## src/logic/lookup_pkg.sv

```systemverilog
// Package with widths, reset values and state codes of the lookup executor.
package lookup_pkg;
    localparam int PC_LOW_W    = 7;
    localparam int PC_HIGH_W   = 4;
    localparam int PC_W        = PC_LOW_W + PC_HIGH_W;
    localparam int ACC_W       = 4;
    localparam int D_W         = 3;
    localparam int ROM_W       = 8;
    localparam int SP_W        = 3;
    localparam int STACK_DEPTH = 8;
    localparam int NIB_HI_MSB  = 7;
    localparam int NIB_HI_LSB  = 4;
    localparam int NIB_LO_MSB  = 3;
    localparam int NIB_LO_LSB  = 0;
    localparam logic [SP_W-1:0]    SP_ONE      = 3'h1;
    localparam logic [SP_W-1:0]    SP_RESET    = 3'h7;
    localparam logic [PC_W-1:0]    PC_RESET    = 11'h000;
    localparam logic [ACC_W-1:0]   ACC_RESET   = 4'h0;
    localparam logic [PC_HIGH_W-1:0] PAGE_MAX_SMALL = 4'h3;
    localparam logic [PC_HIGH_W-1:0] PAGE_MAX_LARGE = 4'hf;

    typedef enum logic [3:0] {
        ST_IDLE  = 4'h1,
        ST_PUSH  = 4'h2,
        ST_FETCH = 4'h4,
        ST_POP   = 4'h8
    } lookup_state_type;
endpackage

```

## src/logic/stack_if.sv

```systemverilog
// Interface carrying push and pop requests between executor and stack.
`timescale 1ns/100ps
interface stack_if;
    import lookup_pkg::*;
    logic                push;
    logic                pop;
    logic [PC_W-1:0]     push_data;
    logic [PC_W-1:0]     top_data;
    logic [SP_W-1:0]     pointer;
    modport master (output push, output pop, output push_data,
                    input top_data, input pointer);
    modport slave  (input push, input pop, input push_data,
                    output top_data, output pointer);
endinterface

```

## src/logic/return_stack.sv

```systemverilog
// Program counter stack with its pointer.
`timescale 1ns/100ps
module return_stack
    import lookup_pkg::*;
(
    input  wire logic ref_clk_in,
    input  wire logic sys_rst_in,
    stack_if.slave    stk
);
    logic [PC_W-1:0] entry_r [STACK_DEPTH];
    logic [SP_W-1:0] stack_pointer_r;

    function automatic logic [SP_W-1:0] sp_after_push(
        input logic [SP_W-1:0] sp);
        return sp + SP_ONE;
    endfunction

    // Increment first, then store into the entry the new pointer selects.
    always_ff @(posedge ref_clk_in) begin
        if (sys_rst_in) begin
            stack_pointer_r <= SP_RESET;
        end else if (stk.push) begin
            stack_pointer_r <= sp_after_push(stack_pointer_r);
        end else if (stk.pop) begin
            stack_pointer_r <= stack_pointer_r - SP_ONE;
        end
    end

    always_ff @(posedge ref_clk_in) begin
        if (stk.push) begin
            entry_r[sp_after_push(stack_pointer_r)] <= stk.push_data;
        end
    end

    assign stk.top_data = entry_r[stack_pointer_r];
    assign stk.pointer  = stack_pointer_r;
endmodule

```

## src/logic/table_lookup_exec.sv

```systemverilog
// Executor for the paged table lookup and the D to accumulator move.
`timescale 1ns/100ps
module table_lookup_exec
    import lookup_pkg::*;
#(
    parameter bit LARGE_PAGES = 1'b1
) (
    input  wire logic                  ref_clk_in,
    input  wire logic                  sys_rst_in,
    input  wire logic                  table_lookup_paged_in,
    input  wire logic                  move_d_to_accumulator_in,
    input  wire logic [PC_HIGH_W-1:0]  page_in,
    input  wire logic [PC_W-1:0]       pc_in,
    input  wire logic                  d_load_in,
    input  wire logic [D_W-1:0]        d_value_in,
    input  wire logic                  acc_load_in,
    input  wire logic [ACC_W-1:0]      acc_value_in,
    input  wire logic [ROM_W-1:0]      rom_data_in,
    output logic [PC_W-1:0]            rom_addr_out,
    output logic [PC_W-1:0]            pc_out,
    output logic                       pc_valid_out,
    output logic [ACC_W-1:0]           acc_out,
    output logic [ACC_W-1:0]           reg_b_out,
    output logic [D_W-1:0]             reg_d_out,
    output logic [SP_W-1:0]            stack_pointer_out,
    output logic                       busy_out
);
    lookup_state_type state_r;
    logic [PC_W-1:0]  pc_r;
    logic             pc_valid_r;
    logic [ACC_W-1:0] acc_r;
    logic [ACC_W-1:0] reg_b_r;
    logic [D_W-1:0]   reg_d_r;
    logic [PC_HIGH_W-1:0] page_r;
    logic                 idle_free;
    stack_if          stk ();

    return_stack u_stack (
        .ref_clk_in (ref_clk_in),
        .sys_rst_in (sys_rst_in),
        .stk        (stk)
    );

    function automatic logic [PC_HIGH_W-1:0] page_limit(
        input logic [PC_HIGH_W-1:0] p);
        logic [PC_HIGH_W-1:0] lim;
        lim = LARGE_PAGES ? PAGE_MAX_LARGE : PAGE_MAX_SMALL;
        return (p > lim) ? lim : p;
    endfunction

    function automatic logic [PC_W-1:0] lookup_addr(
        input logic [PC_HIGH_W-1:0] p, input logic [D_W-1:0] d,
        input logic [ACC_W-1:0] a);
        return {p, d, a};
    endfunction

    always_ff @(posedge ref_clk_in) begin
        if (sys_rst_in) begin
            state_r <= ST_IDLE;
        end else begin
            case (state_r)
                ST_IDLE:  if (table_lookup_paged_in) state_r <= ST_PUSH;
                ST_PUSH:  state_r <= ST_FETCH;
                ST_FETCH: state_r <= ST_POP;
                ST_POP:   state_r <= ST_IDLE;
                default:  state_r <= ST_IDLE;
            endcase
        end
    end

    // The operand is trimmed to the pages that exist on this variant.
    always_ff @(posedge ref_clk_in) begin
        if (sys_rst_in) begin
            page_r <= '0;
        end else if (state_r == ST_IDLE && table_lookup_paged_in) begin
            page_r <= page_limit(page_in);
        end
    end

    assign stk.push      = (state_r == ST_PUSH);
    assign stk.pop       = (state_r == ST_POP);
    assign stk.push_data = pc_r;

    // Register writes yield to a lookup that starts on the same edge.
    assign idle_free = (state_r == ST_IDLE) && !table_lookup_paged_in;

    always_ff @(posedge ref_clk_in) begin
        if (sys_rst_in) begin
            pc_r       <= PC_RESET;
            pc_valid_r <= 1'b0;
        end else begin
            pc_valid_r <= 1'b0;
            case (state_r)
                ST_IDLE: if (table_lookup_paged_in) pc_r <= pc_in;
                ST_PUSH: begin
                    pc_r <= lookup_addr(page_r, reg_d_r, acc_r);
                end
                ST_POP: begin
                    pc_r       <= stk.top_data;
                    pc_valid_r <= 1'b1;
                end
                default: pc_r <= pc_r;
            endcase
        end
    end

    always_ff @(posedge ref_clk_in) begin
        if (sys_rst_in) begin
            acc_r   <= ACC_RESET;
            reg_b_r <= ACC_RESET;
        end else if (state_r == ST_FETCH) begin
            reg_b_r <= rom_data_in[NIB_HI_MSB:NIB_HI_LSB];
            acc_r   <= rom_data_in[NIB_LO_MSB:NIB_LO_LSB];
        end else if (idle_free && move_d_to_accumulator_in) begin
            acc_r <= {1'b0, reg_d_r};
        end else if (idle_free && acc_load_in) begin
            acc_r <= acc_value_in;
        end
    end

    // D is only written from outside while idle; a lookup never writes it.
    always_ff @(posedge ref_clk_in) begin
        if (sys_rst_in) begin
            reg_d_r <= '0;
        end else if (idle_free && d_load_in) begin
            reg_d_r <= d_value_in;
        end
    end

    assign rom_addr_out      = pc_r;
    assign pc_out            = pc_r;
    assign pc_valid_out      = pc_valid_r;
    assign acc_out           = acc_r;
    assign reg_b_out         = reg_b_r;
    assign reg_d_out         = reg_d_r;
    assign stack_pointer_out = stk.pointer;
    assign busy_out          = (state_r != ST_IDLE);
endmodule

```

## config.mk

```make
export PLATFORM = sky130hd
export DESIGN_NAME = table_lookup_exec
export DESIGN_NICKNAME = d
export VERILOG_FILES = /design/src/logic/lookup_pkg.sv /design/src/logic/stack_if.sv /design/src/logic/return_stack.sv /design/src/logic/table_lookup_exec.sv
export SDC_FILE = /design/constraint.sdc
export NUM_CORES = 1
export LEC_CHECK = 0
export BUFFER_PORTS_ARGS = -buffer_cell sky130_fd_sc_hd__buf_2
export CELL_PAD_IN_SITES_DETAIL_PLACEMENT = 0
export CELL_PAD_IN_SITES_GLOBAL_PLACEMENT = 1
export CORE_MARGIN = 3
export CORE_UTILIZATION = 51
export CTS_CLUSTER_DIAMETER = 60
export DETAILED_ROUTE_END_ITERATION = 10
export PLACE_DENSITY = 0.88
export SYNTH_ARGS = -nofsm -noshare
export SYNTH_HDL_FRONTEND = slang
export SYNTH_SLANG_ARGS = --single-unit
export TNS_END_PERCENT = 50
```

## constraint.sdc

```tcl
create_clock -name ref_clk_in -period 7.7 [get_ports ref_clk_in]
set_clock_uncertainty 0.05 [all_clocks]
set_input_delay 0.385 -clock ref_clk_in [delete_from_list [all_inputs] [get_ports ref_clk_in]]
set_output_delay 0.385 -clock ref_clk_in [all_outputs]
set_load 0.03 [all_outputs]
```

==> metrics.txt <==
global-route usage over all layers=0.217; clock root buffer master=sky130_fd_sc_hd__clkbuf_8; Routed Wire Length=~11,000 um; drt via density=approximately 5.7; cell area reported after detailed placement=5560 sq um; number of enable flip-flop cells after synthesis=between 80 and 90; fraction of final layout cells sized beyond drive strength 1=0.380; number of buffers on the longest clock path=2; setup TNS=0 ps; number of routed nets with antenna violations=0; cell taking the most area after synthesis=sky130_fd_sc_hd__edfxtp_1; die area=11,300 sq um; number of fill cells=690; Reg-to-Reg End=u_stack.entry_r[6][4]; die outline width=106 um; synthesized netlist net count=376; CTS tree=yes; num ports=74; maximum clock frequency=385 MHz; reg2reg path depth=4; total power per unit cell area=270 nW/um^2; number of global-route vias before repair=roughly 3,300; biggest area contributors in the synthesized netlist=sky130_fd_sc_hd__edfxtp_1 52%, sky130_fd_sc_hd__dfxtp_1 14%, sky130_fd_sc_hd__mux4_2 9.7%; cell count after synthesis=between 300 and 400; GR Overflow Total=0; slew at the pin closest to its max-slew limit=about 1100 ps; endpoint class of the critical path=flop; register-to-register path setup slack=5100 ps; number of buffers and inverters on the critical path=0; RSZ-0062 raised after global routing=no; hpwl dp=slightly above 7000 um; clock insertion delay at the later pin of the skew report=520 ps; delay of the slowest critical-path stage=870 ps; clock net sink count=125; synthesized area per cell=between 15 and 20 sq um; worst-case vdd ir drop=~0.16 mV; flip-flop and latch count after synthesis=125; total design power=~1.6 mW; clock slew at reported path FFs=around 60 ps; global-route wire length before repair=18,000 um; critical-path cell with the highest stage delay=sky130_fd_sc_hd__nor2_1; proportion of synthesized chip area in sequential cells=0.661; total count of hold-check failures in the final report=0; Primary FF master, synth=sky130_fd_sc_hd__edfxtp_1; beginning of the worst hold path=rom_data_in[7]; DRC violations left=0; site row count=35; Core Footprint=9500 sq um; CP Launch Type=flop; violation count after the first detailed-routing iteration=206; worst endpoint data arrival time=2680 ps; number of setup violations in the final report=0; post-CTS setup buffers=0; initial antenna violation count=0; post-CTS resize count=0; height of the die=106 um; top cell family by delay on the critical path=simple AND/OR/NAND/NOR gates; hold endpoint=reg_b_out[3]; initial core utilization=0.538; iteration count of the initial detailed-routing pass=6; startpoint of the most critical register-to-register path=u_stack.stk.pointer[0]; count of max-cap constraint violations=0; Hold-fix buffers, CTS=0; via count=3,157; WS Path Type=reg2reg; type of the worst min-delay path=in2reg; number of clock buffers inserted by TritonCTS=17; Post-Synthesis Cell Area=5120 sq um; antenna cell count=0; post-route cell area=roughly 6100 sq um; Final min period=2600 ps; Synthesis Warnings=0; library cell with the highest instance count after synthesis=sky130_fd_sc_hd__edfxtp_1; worst-path maximum fanout=11; Area growth, synth to finish=19.5%; max-slew violation count=0; Max-slew headroom=0.247; Static Leak=2.26 nW; H-tree levels=4; hold path depth=3; total of buffers placed on input and output ports=73; wire length per cell after detailed routing=between 20 and 25 um; async set or reset register ratio after synthesis=0; area share of the largest cell type after synthesis=0.517; pin count of the biggest net entering global routing=38; final critical-path share of the clock period=0.337; GP Congestion=0.781; leading post-synthesis cells by instance count=88 x sky130_fd_sc_hd__edfxtp_1, 37 x sky130_fd_sc_hd__dfxtp_1, 34 x sky130_fd_sc_hd__nand2_1; ordered cell list for the critical path=ha_1, xor2_1, nand2_1, nor2_1; run status=finished clean; data required time at the worst endpoint=7780 ps; number of nets in the finished design=between 400 and 500; post-synth cell types=43
-- worst max-delay path by stage --
stage,slack (ps),to,cells after the start,start
6_report,5100,u_stack.entry_r[6][4],4,u_stack.stk.pointer[0]
5_1_grt,4880,u_stack.entry_r[6][4],4,u_stack.stk.pointer[0]
4_1_cts,5060,u_stack.entry_r[6][8],4,u_stack.stk.pointer[0]
3_5_place_dp,5140,u_stack.entry_r[6][8],4,u_stack.stk.pointer[0]
3_3_place_gp,5310,u_stack.entry_r[6][5],4,u_stack.stk.pointer[0]
2_1_floorplan,4810,u_stack.entry_r[1][0],4,u_stack.stk.pointer[0]
-- cell families (layout without fill, tap and decap cells) --
group                    Yosys count  in the layout  synth area share
buffers and inverters             37            120            0.0386
AND/OR/NAND/NOR                   87             87            0.0880
AO/OA/AOI/OAI                     50             50            0.0792
multiplexers                      33             33             0.121
XOR/XNOR                           4              4           0.00685
flip-flops                       125            125             0.661
adder cells (fa/ha/maj)            2              2           0.00489
-- cell type report --
type / instances / area (sq um) / area share
clock inverters: 15 / 140 / 0.0229
multi-input cells: 176 / 1550 / 0.254
repair buffers: 83 / 440 / 0.0721
flip-flops and latches: 125 / 3380 / 0.554
clock buffers: 17 / 414 / 0.0678
inverters: 5 / 18.8 / 0.00307
well taps: 129 / 161 / 0.0264
-- placed cells by master (no fill, tap or decap), types with 4 or more instances in the layout --
cell type,n
sky130_fd_sc_hd__mux2_2,11
sky130_fd_sc_hd__clkbuf_16,16
sky130_fd_sc_hd__nand2_1,34
sky130_fd_sc_hd__a311oi_1,11
sky130_fd_sc_hd__mux4_2,22
sky130_fd_sc_hd__clkinv_4,6
sky130_fd_sc_hd__dfxtp_1,37
sky130_fd_sc_hd__inv_1,4
sky130_fd_sc_hd__nor2_1,19
sky130_fd_sc_hd__buf_2,73
sky130_fd_sc_hd__nand3_1,7
sky130_fd_sc_hd__buf_4,10
sky130_fd_sc_hd__a22oi_1,12
sky130_fd_sc_hd__a21oi_1,11
sky130_fd_sc_hd__nor3_1,7
sky130_fd_sc_hd__nand3b_1,4
sky130_fd_sc_hd__edfxtp_1,88
-- report_power, final --
part	switching (mW)	leakage, nW	internal (mW)
Clock	0.300	0.263	0.431
Combinational	0.0889	0.887	0.0510
Sequential	0.0322	1.11	0.746
Total	0.421	2.26	1.23
-- worst reg2reg max path, stage by stage, from the launching register on --
cell and delay [ps]:
sky130_fd_sc_hd__dfxtp_1 510, sky130_fd_sc_hd__ha_1 280, sky130_fd_sc_hd__xor2_1 400, sky130_fd_sc_hd__nand2_1 100
sky130_fd_sc_hd__nor2_1 870
-- routing by layer --
metal  wire length, um  vias to the layer above  track usage
li1                  -                     1457            -
met1              4800                     1539        0.274
met2              5540                      141        0.346
met3               824                       20       0.0656
met4               333                        0        0.101
met5                 0                        -            0
-- sequential cells by signal, summed over array words and instances, names as in the netlist, named ones only --
| signal | cells |
|---|---|
| acc_out | 4 |
| page_r | 4 |
| pc_out | 11 |
| pc_valid_out | 1 |
| reg_b_out | 4 |
| reg_d_out | 3 |
| state_r | 4 |
| u_stack.entry_r | 88 |
| u_stack.stk.pointer | 3 |
-- per-stage QoR --
step                       util  hold slack, ps  instances  setup WS (ps)
after floorplan               -             387        338           4810
after global placement    0.585             393        518           5310
after detailed placement  0.585             399        518           5140
after CTS                 0.643            38.0        550           5060
after global routing      0.643            49.4        550           4880
final                     0.643            54.2        550           5100
Note: power is estimated with default switching activity, not from simulation.
